## src/verilog/ssr_pkg.sv

```systemverilog
// Purpose: Shared constants and types for the sensor serial responder
// Assumes: 50 MHz system clock, one serial data line shared by both protocols
// Notes:   Character codes are eight bits; command mode uses only the low seven
package ssr_pkg;

  // Clock and line timing
  localparam int unsigned CLK_HZ          = 50_000_000;
  localparam int unsigned BAUD_RATE       = 1200;
  localparam int unsigned BIT_CYCLES_DFLT = (CLK_HZ + BAUD_RATE - 1) / BAUD_RATE;
  localparam int unsigned RAISE_MAX_MS    = 100;
  // Half the allowed window, so the line is surely high in time
  localparam int unsigned RAISE_TIME_MS   = RAISE_MAX_MS / 2;
  localparam int unsigned RAISE_CYCLES    = (CLK_HZ / 1000) * RAISE_TIME_MS;
  localparam int unsigned FRAME_BITS      = 10;

  // Measurement answer fields
  localparam logic [11:0] MEAS_TIME_S     = 12'h001;
  localparam logic [3:0]  VALUE_COUNT     = 4'h2;
  localparam logic [6:0]  PERM_SCALE      = 7'd50;
  localparam logic [5:0]  CKSUM_OFFSET    = 6'h20;

  // Character codes
  localparam logic [7:0] CH_TAB   = 8'h09;
  localparam logic [7:0] CH_LF    = 8'h0a;
  localparam logic [7:0] CH_CR    = 8'h0d;
  localparam logic [7:0] CH_SPACE = 8'h20;
  localparam logic [7:0] CH_PLUS  = 8'h2b;
  localparam logic [7:0] CH_MINUS = 8'h2d;
  localparam logic [7:0] CH_ZERO  = 8'h30;
  localparam logic [7:0] CH_BANG  = 8'h21;
  localparam logic [7:0] CH_QUERY = 8'h3f;
  localparam logic [7:0] CH_CMD_A = 8'h41;
  localparam logic [7:0] CH_CMD_D = 8'h44;
  localparam logic [7:0] CH_CMD_M = 8'h4d;
  localparam logic [7:0] ADDR_FACTORY = 8'h30;

  // Measurement result handed over by the analog front end
  typedef struct packed {
    logic [6:0]  dielectric;
    logic [7:0]  temp_c;
    logic [10:0] raw_temp;
  } ssr_meas_t;

  typedef enum logic [2:0] {
    PWR_STRAP = 3'b000,
    PWR_LOW   = 3'b001,
    PWR_HIGH  = 3'b010,
    PWR_BURST = 3'b011,
    PWR_CMD   = 3'b100
  } ssr_pwr_t;

  typedef enum logic [1:0] {
    RX_IDLE  = 2'b00,
    RX_START = 2'b01,
    RX_BITS  = 2'b10
  } ssr_rx_t;

  typedef enum logic [2:0] {
    MSG_NONE  = 3'b000,
    MSG_ADDR  = 3'b001,
    MSG_MEAS  = 3'b010,
    MSG_DATA  = 3'b011,
    MSG_BURST = 3'b100
  } ssr_msg_t;

endpackage : ssr_pkg
```

## src/verilog/sensor_serial_responder.sv

```systemverilog
// Purpose: Sensor side of a shared data line: power-up burst at the factory address, then command mode
// Assumes: Front end measures on meas_start_out and pulses meas_done_in after
// Notes:   Address lives in nonvolatile storage outside; read once after reset
module sensor_serial_responder #(
  parameter int unsigned BIT_CYCLES   = ssr_pkg::BIT_CYCLES_DFLT,
  parameter int unsigned RAISE_CYCLES = ssr_pkg::RAISE_CYCLES,
  // Arbitrary printable type code
  parameter logic [7:0]  SENSOR_TYPE  = 8'h41
) (
  // Clock and reset
  input  wire logic             clk_in,
  input  wire logic             arst_n_in,
  // Data line
  input  wire logic             line_in,
  output logic                  line_out,
  output logic                  line_oe_out,
  // Measurement front end
  output logic                  meas_start_out,
  input  wire logic             meas_done_in,
  input  wire ssr_pkg::ssr_meas_t meas_in,
  // Nonvolatile address store
  input  wire logic [7:0]       addr_nv_in,
  output logic [7:0]            addr_nv_out,
  output logic                  addr_wr_out
);
  import ssr_pkg::*;

  logic        rst_s1_q, rst_n;
  logic        line_s1_q, line_s2_q;
  ssr_pwr_t    pwr_q;
  logic [21:0] raise_cnt_q;
  logic [7:0]  addr_q;
  logic        meas_start_q, meas_busy_q, srq_pend_q;
  ssr_meas_t   meas_q;
  ssr_rx_t     rx_q;
  logic [15:0] rx_cnt_q;
  logic [3:0]  rx_bit_q;
  logic [8:0]  rx_sh_q;
  logic        rx_valid_q;
  logic [6:0]  rx_char_q;
  logic [7:0]  cbuf_q [4];
  logic [2:0]  ccnt_q;
  ssr_msg_t    msg_q, reply_q;
  logic [3:0]  idx_q;
  logic [5:0]  sum_q;
  logic        send_q;
  logic [7:0]  send_char_q;
  logic        tx_busy, tx_pin;
  logic        line_q, line_oe_q, addr_wr_q;
  logic [7:0]  cur_char;
  logic        cur_last, cur_skip, cur_sum;
  logic [15:0] perm_bcd, raw_perm_bcd, raw_temp_bcd, temp_bcd, time_bcd;
  logic [7:0]  temp_mag;
  logic        cmd_hit, is_wild, addr_ok, new_ok;

  function automatic logic [15:0] bin2bcd(input logic [12:0] bin);
    logic [15:0] b;
    b = 16'h0000;
    for (int i = 12; i >= 0; i--) begin
      for (int k = 0; k < 4; k++) begin
        if (b[4*k +: 4] > 4'h4) begin
          b[4*k +: 4] = b[4*k +: 4] + 4'h3;
        end
      end
      b = {b[14:0], bin[i]};
    end
    return b;
  endfunction

  function automatic logic [7:0] digit(input logic [3:0] d);
    return CH_ZERO | {4'h0, d};
  endfunction

  function automatic logic valid_addr(input logic [7:0] c);
    return (c >= 8'h30 && c <= 8'h39) || (c >= 8'h41 && c <= 8'h5a) ||
           (c >= 8'h61 && c <= 8'h7a);
  endfunction

  // Reset release and pin synchroniser
  always_ff @(posedge clk_in or negedge arst_n_in) begin
    if (!arst_n_in) begin
      rst_s1_q  <= 1'b0;
      rst_n     <= 1'b0;
      line_s1_q <= 1'b0;
      line_s2_q <= 1'b0;
    end else begin
      rst_s1_q  <= 1'b1;
      rst_n     <= rst_s1_q;
      line_s1_q <= line_in;
      line_s2_q <= line_s1_q;
    end
  end

  // Power-up sequence
  always_ff @(posedge clk_in or negedge rst_n) begin
    if (!rst_n) begin
      pwr_q       <= PWR_STRAP;
      raise_cnt_q <= 22'h000000;
    end else begin
      unique case (pwr_q)
        PWR_STRAP: begin
          pwr_q <= (valid_addr(addr_nv_in) && addr_nv_in != ADDR_FACTORY) ? PWR_CMD : PWR_LOW;
        end
        PWR_LOW: begin
          raise_cnt_q <= raise_cnt_q + 22'h000001;
          if (raise_cnt_q == 22'(RAISE_CYCLES - 1)) begin
            pwr_q <= PWR_HIGH;
          end
        end
        PWR_HIGH: begin
          // Stay high until front end finishes
          if (meas_done_in) begin
            pwr_q <= PWR_BURST;
          end
        end
        PWR_BURST: begin
          if (msg_q == MSG_NONE && !send_q && !tx_busy) begin
            pwr_q <= PWR_CMD;
          end
        end
        PWR_CMD: pwr_q <= PWR_CMD;
      endcase
    end
  end

  // Address register and nonvolatile write
  always_ff @(posedge clk_in or negedge rst_n) begin
    if (!rst_n) begin
      addr_q    <= ADDR_FACTORY;
      addr_wr_q <= 1'b0;
    end else begin
      addr_wr_q <= 1'b0;
      if (pwr_q == PWR_STRAP) begin
        addr_q <= valid_addr(addr_nv_in) ? addr_nv_in : ADDR_FACTORY;
      end else if (cmd_hit && ccnt_q == 3'd3 && cbuf_q[1] == CH_CMD_A && addr_ok && new_ok) begin
        addr_q    <= cbuf_q[2];
        addr_wr_q <= 1'b1;
      end
    end
  end

  function automatic logic is_meas_cmd();
    return ccnt_q == 3'd2 && cbuf_q[1] == CH_CMD_M && (addr_ok || is_wild);
  endfunction

  // Measurement handshake and result capture
  always_ff @(posedge clk_in or negedge rst_n) begin
    if (!rst_n) begin
      meas_start_q <= 1'b0;
      meas_busy_q  <= 1'b0;
      srq_pend_q   <= 1'b0;
      meas_q       <= '0;
    end else begin
      meas_start_q <= (pwr_q == PWR_STRAP) || (cmd_hit && reply_q == MSG_NONE && is_meas_cmd());
      if (meas_done_in) begin
        meas_q <= meas_in;
      end
      if (cmd_hit && is_meas_cmd()) begin
        meas_busy_q <= 1'b1;
      end else if (meas_done_in) begin
        meas_busy_q <= 1'b0;
      end
      // Service request after a commanded measurement; set wins
      if (meas_done_in && meas_busy_q) begin
        srq_pend_q <= 1'b1;
      end else if (msg_q == MSG_NONE && reply_q == MSG_NONE && pwr_q == PWR_CMD && !tx_busy) begin
        srq_pend_q <= 1'b0;
      end
    end
  end

  // Command receiver: inverted 7E1, listens only while silent
  always_ff @(posedge clk_in or negedge rst_n) begin
    if (!rst_n) begin
      rx_q       <= RX_IDLE;
      rx_cnt_q   <= 16'h0000;
      rx_bit_q   <= 4'h0;
      rx_sh_q    <= 9'h000;
      rx_valid_q <= 1'b0;
      rx_char_q  <= 7'h00;
    end else begin
      rx_valid_q <= 1'b0;
      unique case (rx_q)
        RX_IDLE: begin
          if (pwr_q == PWR_CMD && msg_q == MSG_NONE && !tx_busy && line_s2_q) begin
            rx_q     <= RX_START;
            rx_cnt_q <= 16'(BIT_CYCLES / 2);
          end
        end
        RX_START: begin
          if (rx_cnt_q != 16'h0000) begin
            rx_cnt_q <= rx_cnt_q - 16'h0001;
          end else if (line_s2_q) begin
            rx_q     <= RX_BITS;
            rx_bit_q <= 4'h0;
            rx_cnt_q <= 16'(BIT_CYCLES - 1);
          end else begin
            rx_q <= RX_IDLE;
          end
        end
        RX_BITS: begin
          if (rx_cnt_q != 16'h0000) begin
            rx_cnt_q <= rx_cnt_q - 16'h0001;
          end else if (rx_bit_q == 4'h8) begin
            rx_q <= RX_IDLE;
            // Stop must be a mark and data plus parity even
            if (line_s2_q == 1'b0 && ^rx_sh_q[8:1] == 1'b0) begin
              rx_valid_q <= 1'b1;
              rx_char_q  <= rx_sh_q[7:1];
            end
          end else begin
            rx_sh_q  <= {~line_s2_q, rx_sh_q[8:1]};
            rx_bit_q <= rx_bit_q + 4'h1;
            rx_cnt_q <= 16'(BIT_CYCLES - 1);
          end
        end
        default: rx_q <= RX_IDLE;
      endcase
    end
  end

  // Command buffer; a fifth character before the terminator spoils the command
  assign cmd_hit = rx_valid_q && {1'b0, rx_char_q} == CH_BANG && ccnt_q != 3'd5;
  assign is_wild = cbuf_q[0] == CH_QUERY;
  assign addr_ok = cbuf_q[0] == addr_q;
  assign new_ok  = valid_addr(cbuf_q[2]);

  always_ff @(posedge clk_in or negedge rst_n) begin
    if (!rst_n) begin
      ccnt_q <= 3'd0;
      for (int i = 0; i < 4; i++) begin
        cbuf_q[i] <= 8'h00;
      end
    end else if (rx_valid_q) begin
      if ({1'b0, rx_char_q} == CH_BANG) begin
        ccnt_q <= 3'd0;
      end else if (ccnt_q < 3'd4) begin
        cbuf_q[ccnt_q[1:0]] <= {1'b0, rx_char_q};
        ccnt_q <= ccnt_q + 3'd1;
      end else begin
        ccnt_q <= 3'd5;
      end
    end
  end

  // Pending reply chosen from the finished command
  always_ff @(posedge clk_in or negedge rst_n) begin
    if (!rst_n) begin
      reply_q <= MSG_NONE;
    end else if (cmd_hit) begin
      reply_q <= MSG_NONE;
      if (ccnt_q == 3'd1 && (addr_ok || is_wild)) begin
        reply_q <= MSG_ADDR;
      end
      // Change address needs the explicit address
      if (ccnt_q == 3'd3 && cbuf_q[1] == CH_CMD_A && addr_ok && new_ok) begin
        reply_q <= MSG_ADDR;
      end
      if (is_meas_cmd()) begin
        reply_q <= MSG_MEAS;
      end
      if (ccnt_q == 3'd3 && cbuf_q[1] == CH_CMD_D && cbuf_q[2] == CH_ZERO && (addr_ok || is_wild)) begin
        reply_q <= MSG_DATA;
      end
    end else if (msg_q == MSG_NONE && pwr_q == PWR_CMD && !tx_busy) begin
      reply_q <= MSG_NONE;
    end
  end

  // Field digits
  // Raw permittivity scaled by fifty
  assign raw_perm_bcd = bin2bcd(13'({6'h00, meas_q.dielectric} * {6'h00, PERM_SCALE}));
  assign raw_temp_bcd = bin2bcd({2'b00, meas_q.raw_temp});
  assign perm_bcd     = bin2bcd({6'h00, meas_q.dielectric});
  assign temp_mag     = meas_q.temp_c[7] ? 8'(-meas_q.temp_c) : meas_q.temp_c;
  assign temp_bcd     = bin2bcd({5'h00, temp_mag});
  assign time_bcd     = {4'h0, MEAS_TIME_S};

  // Character at the current position of the current message
  always_comb begin
    cur_char = CH_CR;
    cur_last = 1'b0;
    cur_skip = 1'b0;
    cur_sum  = 1'b0;
    unique case (msg_q)
      MSG_ADDR: begin
        unique case (idx_q)
          4'd0:    cur_char = addr_q;
          4'd1:    cur_char = CH_CR;
          default: begin
            cur_char = CH_LF;
            cur_last = 1'b1;
          end
        endcase
      end
      // Address, time in seconds, value count
      MSG_MEAS: begin
        unique case (idx_q)
          4'd0:    cur_char = addr_q;
          4'd1:    cur_char = digit(time_bcd[11:8]);
          4'd2:    cur_char = digit(time_bcd[7:4]);
          4'd3:    cur_char = digit(time_bcd[3:0]);
          4'd4:    cur_char = digit(VALUE_COUNT);
          4'd5:    cur_char = CH_CR;
          default: begin
            cur_char = CH_LF;
            cur_last = 1'b1;
          end
        endcase
      end
      MSG_DATA: begin
        unique case (idx_q)
          4'd0: cur_char = addr_q;
          4'd1: cur_char = CH_PLUS;
          4'd2: begin
            cur_char = digit(perm_bcd[11:8]);
            cur_skip = perm_bcd[11:8] == 4'h0;
          end
          4'd3: begin
            cur_char = digit(perm_bcd[7:4]);
            cur_skip = perm_bcd[11:4] == 8'h00;
          end
          4'd4: cur_char = digit(perm_bcd[3:0]);
          4'd5: cur_char = meas_q.temp_c[7] ? CH_MINUS : CH_PLUS;
          4'd6: begin
            cur_char = digit(temp_bcd[11:8]);
            cur_skip = temp_bcd[11:8] == 4'h0;
          end
          4'd7: begin
            cur_char = digit(temp_bcd[7:4]);
            cur_skip = temp_bcd[11:4] == 8'h00;
          end
          4'd8:    cur_char = digit(temp_bcd[3:0]);
          4'd9:    cur_char = CH_CR;
          default: begin
            cur_char = CH_LF;
            cur_last = 1'b1;
          end
        endcase
      end
      MSG_BURST: begin
        cur_sum = idx_q <= 4'd11;
        unique case (idx_q)
          4'd0:  cur_char = CH_TAB;
          4'd1:  cur_skip = raw_perm_bcd[15:12] == 4'h0;
          4'd2:  cur_skip = raw_perm_bcd[15:8] == 8'h00;
          4'd3:  cur_skip = raw_perm_bcd[15:4] == 12'h000;
          4'd6:  cur_skip = raw_temp_bcd[15:12] == 4'h0;
          4'd7:  cur_skip = raw_temp_bcd[15:8] == 8'h00;
          4'd8:  cur_skip = raw_temp_bcd[15:4] == 12'h000;
          4'd5:  cur_char = CH_SPACE;
          4'd10: cur_char = CH_CR;
          4'd11: cur_char = SENSOR_TYPE;
          default: begin
            cur_char = 8'h00;
          end
        endcase
        if (idx_q >= 4'd1 && idx_q <= 4'd4) begin
          cur_char = digit(raw_perm_bcd[4*(4-idx_q) +: 4]);
        end
        if (idx_q >= 4'd6 && idx_q <= 4'd9) begin
          cur_char = digit(raw_temp_bcd[4*(9-idx_q) +: 4]);
        end
        if (idx_q >= 4'd12) begin
          // Sum of all prior characters, mod 64, plus 32
          // No CRC6 character follows the checksum
          cur_char = {2'b00, sum_q} + {2'b00, CKSUM_OFFSET};
          cur_last = 1'b1;
        end
      end
      default: cur_char = CH_CR;
    endcase
  end

  // Message sequencer
  always_ff @(posedge clk_in or negedge rst_n) begin
    if (!rst_n) begin
      msg_q       <= MSG_NONE;
      idx_q       <= 4'h0;
      sum_q       <= 6'h00;
      send_q      <= 1'b0;
      send_char_q <= 8'h00;
    end else begin
      send_q <= 1'b0;
      if (msg_q == MSG_NONE) begin
        idx_q <= 4'h0;
        sum_q <= 6'h00;
        if (pwr_q == PWR_HIGH && meas_done_in) begin
          msg_q <= MSG_BURST;
        end else if (pwr_q == PWR_CMD && !tx_busy && reply_q != MSG_NONE) begin
          msg_q <= reply_q;
        end else if (pwr_q == PWR_CMD && !tx_busy && srq_pend_q) begin
          msg_q <= MSG_ADDR;
        end
      end else if (cur_skip) begin
        idx_q <= idx_q + 4'h1;
      end else if (!tx_busy) begin
        send_q      <= 1'b1;
        send_char_q <= cur_char;
        idx_q       <= idx_q + 4'h1;
        if (cur_sum) begin
          sum_q <= sum_q + cur_char[5:0];
        end
        if (cur_last) begin
          msg_q <= MSG_NONE;
        end
      end
    end
  end

  // Burst frames true level; command frames inverted
  ssr_char_tx #(
    .BIT_CYCLES (BIT_CYCLES)
  ) u_tx (
    .clk_in      (clk_in),
    .rst_n_in    (rst_n),
    .send_in     (send_q),
    .data_in     (send_char_q),
    .cmd_mode_in (pwr_q == PWR_CMD),
    .busy_out    (tx_busy),
    .pin_out     (tx_pin)
  );

  // Line drive: low for RAISE_CYCLES, high before burst, released when idle
  always_ff @(posedge clk_in or negedge rst_n) begin
    if (!rst_n) begin
      line_q    <= 1'b0;
      line_oe_q <= 1'b1;
    end else begin
      unique case (pwr_q)
        PWR_STRAP, PWR_LOW: begin
          line_q    <= 1'b0;
          line_oe_q <= pwr_q == PWR_LOW;
        end
        PWR_HIGH: begin
          line_q    <= 1'b1;
          line_oe_q <= 1'b1;
        end
        PWR_BURST: begin
          line_q    <= (send_q || tx_busy) ? tx_pin : 1'b1;
          line_oe_q <= 1'b1;
        end
        PWR_CMD: begin
          line_q    <= tx_busy ? tx_pin : 1'b0;
          line_oe_q <= tx_busy;
        end
        default: begin
          line_q    <= 1'b0;
          line_oe_q <= 1'b0;
        end
      endcase
    end
  end

  assign line_out       = line_q;
  assign line_oe_out    = line_oe_q;
  assign meas_start_out = meas_start_q;
  assign addr_nv_out    = addr_q;
  assign addr_wr_out    = addr_wr_q;

endmodule // sensor_serial_responder

```

## src/verilog/ssr_char_tx.sv

```systemverilog
// Purpose: One serial character out, ten bit times per frame
// Assumes: Caller waits for busy low before the next send
// Notes:   Command mode frames 7E1 inverted, burst mode frames 8N1 true level
module ssr_char_tx #(
  parameter int unsigned BIT_CYCLES = ssr_pkg::BIT_CYCLES_DFLT
) (
  // Clock and reset
  input  wire logic       clk_in,
  input  wire logic       rst_n_in,
  // Character request
  input  wire logic       send_in,
  input  wire logic [7:0] data_in,
  input  wire logic       cmd_mode_in,
  output logic            busy_out,
  // Line level
  output logic            pin_out
);
  import ssr_pkg::*;

  logic [8:0]  shift_q;
  logic [15:0] cnt_q;
  logic [3:0]  nbit_q;
  logic        busy_q;
  logic        mode_q;
  logic        pin_q;
  logic [9:0]  frame;

  // Stop, parity or bit 7, seven data bits, start bit
  always_comb begin
    if (cmd_mode_in) begin
      frame = {1'b1, ^data_in[6:0], data_in[6:0], 1'b0};
    end else begin
      frame = {1'b1, data_in, 1'b0};
    end
  end

  always_ff @(posedge clk_in or negedge rst_n_in) begin
    if (!rst_n_in) begin
      shift_q <= 9'h000;
      cnt_q   <= 16'h0000;
      nbit_q  <= 4'h0;
      busy_q  <= 1'b0;
      mode_q  <= 1'b0;
      pin_q   <= 1'b1;
    end else if (!busy_q) begin
      if (send_in) begin
        busy_q  <= 1'b1;
        mode_q  <= cmd_mode_in;
        shift_q <= frame[9:1];
        nbit_q  <= 4'(FRAME_BITS - 1);
        cnt_q   <= 16'(BIT_CYCLES - 1);
        pin_q   <= cmd_mode_in ? ~frame[0] : frame[0];
      end
    end else if (cnt_q != 16'h0000) begin
      cnt_q <= cnt_q - 16'h0001;
    end else if (nbit_q == 4'h0) begin
      // Stop bit done: rest at the idle level of the frame's mode
      busy_q <= 1'b0;
      pin_q  <= ~mode_q;
    end else begin
      pin_q   <= mode_q ? ~shift_q[0] : shift_q[0];
      shift_q <= {1'b0, shift_q[8:1]};
      nbit_q  <= nbit_q - 4'h1;
      cnt_q   <= 16'(BIT_CYCLES - 1);
    end
  end

  // Send counts as busy at once so a caller never double-issues
  assign busy_out = busy_q | send_in;
  assign pin_out  = pin_q;

endmodule // ssr_char_tx

```

## config.mk

```make
export PLATFORM = sky130hd
export DESIGN_NAME = sensor_serial_responder
export DESIGN_NICKNAME = d
export VERILOG_FILES = /design/src/verilog/ssr_pkg.sv /design/src/verilog/sensor_serial_responder.sv /design/src/verilog/ssr_char_tx.sv
export SDC_FILE = /design/constraint.sdc
export NUM_CORES = 1
export LEC_CHECK = 0
export BUFFER_PORTS_ARGS = -buffer_cell sky130_fd_sc_hd__buf_2
export CAP_MARGIN = 0
export CORE_MARGIN = 5
export CORE_UTILIZATION = 45
export DETAILED_ROUTE_END_ITERATION = 10
export GPL_TIMING_DRIVEN = 1
export PLACE_DENSITY_LB_ADDON = 0.08
export SYNTH_ARGS = -nofsm -noshare
export SYNTH_HDL_FRONTEND = slang
export SYNTH_HIERARCHICAL = 1
export SYNTH_SLANG_ARGS = --single-unit
export TNS_END_PERCENT = 1
```

## constraint.sdc

```tcl
create_clock -name clk_in -period 17.1 [get_ports clk_in]
set_input_delay 0 -clock clk_in [delete_from_list [all_inputs] [get_ports clk_in]]
set_output_delay 0 -clock clk_in [all_outputs]
set_load 0.1 [all_outputs]
```

### After elaboration in Yosys (flattened, before gate mapping)

Cells that the tools add are included.

* bits in registers: 200
* output and inout bits: 12

* add/subtract/negate cells: 61
* multipliers: 1
* $lt $le $gt $ge: 70
* equal/unequal tests: 53
* shift operators: 2
* mux-type cells: 158
* bitwise operators: 14
* reduce and logical (&&, ||, !) cells: 102

Operators with widths (count)
* $mux 4: 59
* $add 4x2->4 const B: 38
* $gt 4x3->1 const B: 38
* $mux 16: 9
* $pmux 8 s10: 1
* $shiftx 16x33->4: 2
* $mux 8: 8
* $mux 3: 20
* $pmux 16 s3: 1
* $mux 9: 5
* $logic_and 1x1->1: 42
* $add 3x2->4 const B: 10
* $pmux 8 s5: 1
* $gt 3x3->1 const B: 11
* $bwmux 32: 1
* $ge 8x7->1 const B: 4
* $le 8x7->1 const B: 4
* $logic_not 8->1: 4
* $pmux 8 s4: 1
* $reduce_bool 16->1: 2
* $sub 16x1->16 const B: 2
* $mux 1: 31
* $pmux 7 s4: 1
* $eq 8x7->1 const B: 3
* other kinds (72): 163

### Depth between registers and ports, before layout

* depth in word-level cells: 31
* depth in mapped cells: 66
* mapped depth without buffers: 62

### Cells and area by module

The synthesis kept the hierarchy.

By module, submodules not included
* sensor_serial_responder: times used 1, cells each 1819, area each 15332.2 um^2
* ssr_char_tx: times used 1, cells each 178, area each 1759.2 um^2

### Worst setup path before layout

Ideal clock, no wire load.

* path type: register to register
* from: register meas_q[21] (netlist bit)
* to: register sum_q[5]
* library setup time: 0.078 ns
* arrival: 12.955 ns
* path slack: 4.067 ns
* cell stages (with the launch flop): 61
* buffers on the path: 3
* clock period less this slack: 13.033 ns
* path through: dfrtp_1 -> ha_1 -> ha_1 -> fa_1 -> ha_1 -> nor2b_1 -> o211a_1 -> a211oi_2 -> ha_1 -> inv_1 -> ha_1 -> xnor3_1 -> a21oi_1 -> a2bb2oi_1 -> xnor2_1 -> inv_1 -> ha_1 -> clkbuf_1 -> (+25 left out) -> a221oi_4 -> xor2_1 -> ha_1 -> nor3_1 -> a211oi_2 -> xnor2_1 -> a21oi_1 -> a32oi_1 -> o21a_1 -> o21ai_0 -> ha_1 -> a21o_1 -> a21oi_1 -> o21bai_1 -> a21oi_1 -> xnor2_1 -> or3_1 -> a21oi_1

* word-level cells in the longest chain between the ends: 31

Ends and longest elaborated chain
* start: declaration: line sensor_serial_responder.sv:34 `ssr_meas_t meas_q;`
* start signal: assignment: line sensor_serial_responder.sv:156 `meas_q <= meas_in;`
* $mul 7x5->12: line sensor_serial_responder.sv:272 `assign raw_perm_bcd = bin2bcd(13'({6'h00, meas_q.dielectric} * {6'h00, PERM_SCALE}));`
* $add 3x2->4 / $gt 3x3->1 (equally long branches): line sensor_serial_responder.sv:62, sensor_serial_responder.sv:61
* $mux 4: line sensor_serial_responder.sv:61 `if (b[4*k +: 4] > 4'h4) begin`
* $add 4x2->4 / $gt 4x3->1 (equally long branches): line sensor_serial_responder.sv:62, sensor_serial_responder.sv:61
* $mux 4: line sensor_serial_responder.sv:61
* $add 4x2->4 / $gt 4x3->1 (equally long branches): line sensor_serial_responder.sv:62, sensor_serial_responder.sv:61
* $mux 4: line sensor_serial_responder.sv:61
* $gt 4x3->1 (tied with other cells): line sensor_serial_responder.sv:61
* (+16 left out)
* $mux 8: line sensor_serial_responder.sv:364 `if (idx_q >= 4'd12) begin`
* $pmux 8 s4 (*): line sensor_serial_responder.sv:285 `unique case (msg_q)`
* net cur_char[1]: line sensor_serial_responder.sv:50 `logic [7:0] cur_char;`
* $add 6x6->6 (*): line sensor_serial_responder.sv:402 `sum_q <= sum_q + cur_char[5:0];`
* $mux 6 (*): line sensor_serial_responder.sv:401 `if (cur_sum) begin`
* $mux 6 (*): line sensor_serial_responder.sv:397 `end else if (!tx_busy) begin`
* $mux 6 (*): line sensor_serial_responder.sv:395 `end else if (cur_skip) begin`
* $mux 6 (*): line sensor_serial_responder.sv:385 `if (msg_q == MSG_NONE) begin`
* end signal: assignment: line sensor_serial_responder.sv:402
* end: declaration: line sensor_serial_responder.sv:45 `logic [5:0] sum_q;`

The timed path passes the listed nets; every way through them passes the cells marked *. The select of a mux whose other input is x is not followed.
A chain may end at the register's enable or synchronous reset.

### Worst setup path in the final report

Same ends and word-level chain as after synthesis.

==> impl_metrics.toml <==
[global_routing]
grt_usage_pct = 19.7
first_global_vias = 14200
grt_pass1_wl_um = 69800
grt_max_degree = 72
antenna_found_initial = 0
overflow = 0

[synthesis]
synth_ff_type = "dfrtp_1"
synth_cell_types = 118
async_flop_share_pct = 100
synth_area_um2 = 17100
ys_seq_elements = 187
yosys.area.top_type = "dfrtp_1"
synthTopCellsByArea = "dfrtp_1 27%, ha_1 11%, nand2_1 4.7%"
synth-edff-count = 0
synth_nets = 2186
ys_warn_count = 6
syn_inst = 1997
syn_area_per_cell_um2 = 8.56
yosys.area.top_type_share_pct = 26.8
yosysMostFrequentCell = "nand2_1"
synthTopCellsByCount = "212 x nand2_1, 183 x dfrtp_1, 148 x ha_1"
ys_seq_area_share_pct = 27.4

[worst_setup_path]
timing.rr.start = "meas_q[21]"
cp-startpoint = "meas_q[21]"
crit_required_ns = 17.48
worst-setup-path-type = "flip-flop to flip-flop"
crit_arrival_ns = 15.31
path_buf_inv = 3
path_delay_family = "compound AO/OA/AOI/OAI gates"
cpPeakStageDelay_ns = 0.76
r2r_slack_ns = 2.17
path_depth = 57
critPathLaunchType = "flip-flop"
cpMostUsedCell = "ha_1"
path_max_fanout = 16
endpoint_kind = "flip-flop"
r2r_cells = 57
worstSetupEndpoint = "sum_q[5]"
cp_slowest_cell = "nor3_2"
r2r_end = "sum_q[5]"

[placed_design]
detailed_place_hpwl_um = 30800
place_congestion = 0.896
port_buffers = 49

[detailed_routing]
dr.first_iter.drc_count = 886
dr.pass1.iters = 5
wirelength_um = 41000
wire_per_inst_um = 15.9
routed_via_density = 5.73
drc_errors = 0
num_vias = 14700
antenna_left = 0

[sta]
max_freq_mhz = 67.0
rsz0062_at_grt = "no"
finalHoldViolCount = 0
finalSetupViolCount = 0
skew_ns = 0.0198
max-slew-margin-rel_pct = 35.0
fin_crit_sh_pct = 87.3
tightest_slew_ns = 0.948
finalMaxSlewViolations = 0
final.setup.tns_ns = 0
fin_crit_ns = 14.93

[floorplanning]
die-area_um2 = 42000
io_pins = 50
row_count = 71
die_y_um = 205
die_w_um = 205
start_util_pct = 45.5
core_area_um2 = 37600

[cts]
cts-resized-gates = 0
htreeDepth = 4
path_clk_slew_ns = 0.08
clk_latency_ns = 0.46
cts_buffers = 17
tritoncts = "done"
root_buffer = "clkbuf_16"
clockBufferDepth = 2
clock-sinks = 187

[min_path]
hp-class = "input pin to flip-flop"
hold_path_depth = 5

[final_layout]
nets = 2239
layout-drive-gt1-share_pct = 10.5
diodes = 0
finalCoreUtilization_pct = 49.9
n_fill_cell = 3651
multi_input_area_um2 = 11700
regArea_um2 = 4690
syn_to_final_growth_pct = 9.69

[job]
max_cap_viol_count = 0

[run_status]
outcome = "complete, no violations"
==> per-layer routing <==
metal	vias to the layer above	track usage (%)	routed length [µm]
li1	7431	-	-
met1	7003	27.2	19900
met2	250	32.2	18900
met3	65	2.90	1340
met4	0	5.93	898
met5	-	0	0
==> sequential cells by signal, indices dropped and copies added (netlist names), 4 cells and up <==
name / flops
addr_nv_out: 8
sum_q: 6
cbuf_q: 21
rx_bit_q: 4
rx_sh_q: 8
raise_cnt_q: 22
idx_q: 4
u_tx/cnt_q: 16
send_char_q: 8
rx_cnt_q: 16
meas_q: 26
u_tx/shift_q: 9
u_tx/nbit_q: 4
rx_char_q: 7
==> worst min path at each step <==
stage,slack [ns],to,start
floorplan,-0.30,line_s1_q,arst_n_in
global placement,-0.19,line_s1_q,arst_n_in
detailed placement,-0.19,line_s1_q,arst_n_in
CTS,0.03,addr_nv_out[5],addr_nv_in[5]
global route,0.09,addr_nv_out[5],addr_nv_in[5]
finish,0.05,addr_nv_out[5],addr_nv_in[5]
==> cells in the final DEF (no fill, tap or decap), types with 49 or more instances in the layout <==
cell / Yosys / final
nor2_1: 130 / 130
dfrtp_1: 183 / 182
inv_1: 117 / 117
buf_2: 12 / 49
mux2_2: 61 / 61
nand2_1: 212 / 212
mux2i_1: 71 / 71
a21oi_1: 130 / 130
nor3_1: 51 / 51
o21ai_0: 121 / 121
xnor2_1: 73 / 73
nand3_1: 57 / 57
ha_1: 148 / 148
==> timing repair <==
action	4_1_cts	5_1_grt
hold endpoints to repair	38	0
setup endpoints to repair	0	0
setup buffers	0	0
hold buffers	36	0
==> cell families after synthesis <==
kind of cell	count (synthesis)	share of synthesized area, %
flops	187	27.4
other cells	1	0.0219
compound gates	551	22.3
simple gates	671	19.7
mux	139	8.84
fa+ha+maj	152	11.3
buf+inv	180	4.11
xor+xnor	116	6.36
==> tightest hold or removal path: cells and delay by family <==
family                 cells  cell delay [ns]
AO/OA/AOI/OAI              4             0.34
buffers and inverters      1             0.11
==> per-stage QoR <==
step                instances  setup WS [ns]  instance area (µm²)  hold slack [ns]
finish                   2574           2.17                18700           0.0500
global route             2574          0.971                18700           0.0938
CTS                      2574           2.22                18700           0.0270
detailed placement       2506           2.31                17800           -0.189
global placement         2506           2.69                17800           -0.193
floorplan                1997           4.07                17100           -0.296
==> layout make-up <==
class / instances / share of cell area [%]
repair buffers: 94 / 3.59
multi-input cells: 1630 / 62.5
clock buffers: 21 / 2.40
inverters: 120 / 2.42
clock inverters: 11 / 0.707
well taps: 511 / 3.41
flip-flops and latches: 187 / 25.0
Power is left out: the tool's default activity adds up to more than one toggle a clock period on the data nets, which glitch-free logic cannot reach.
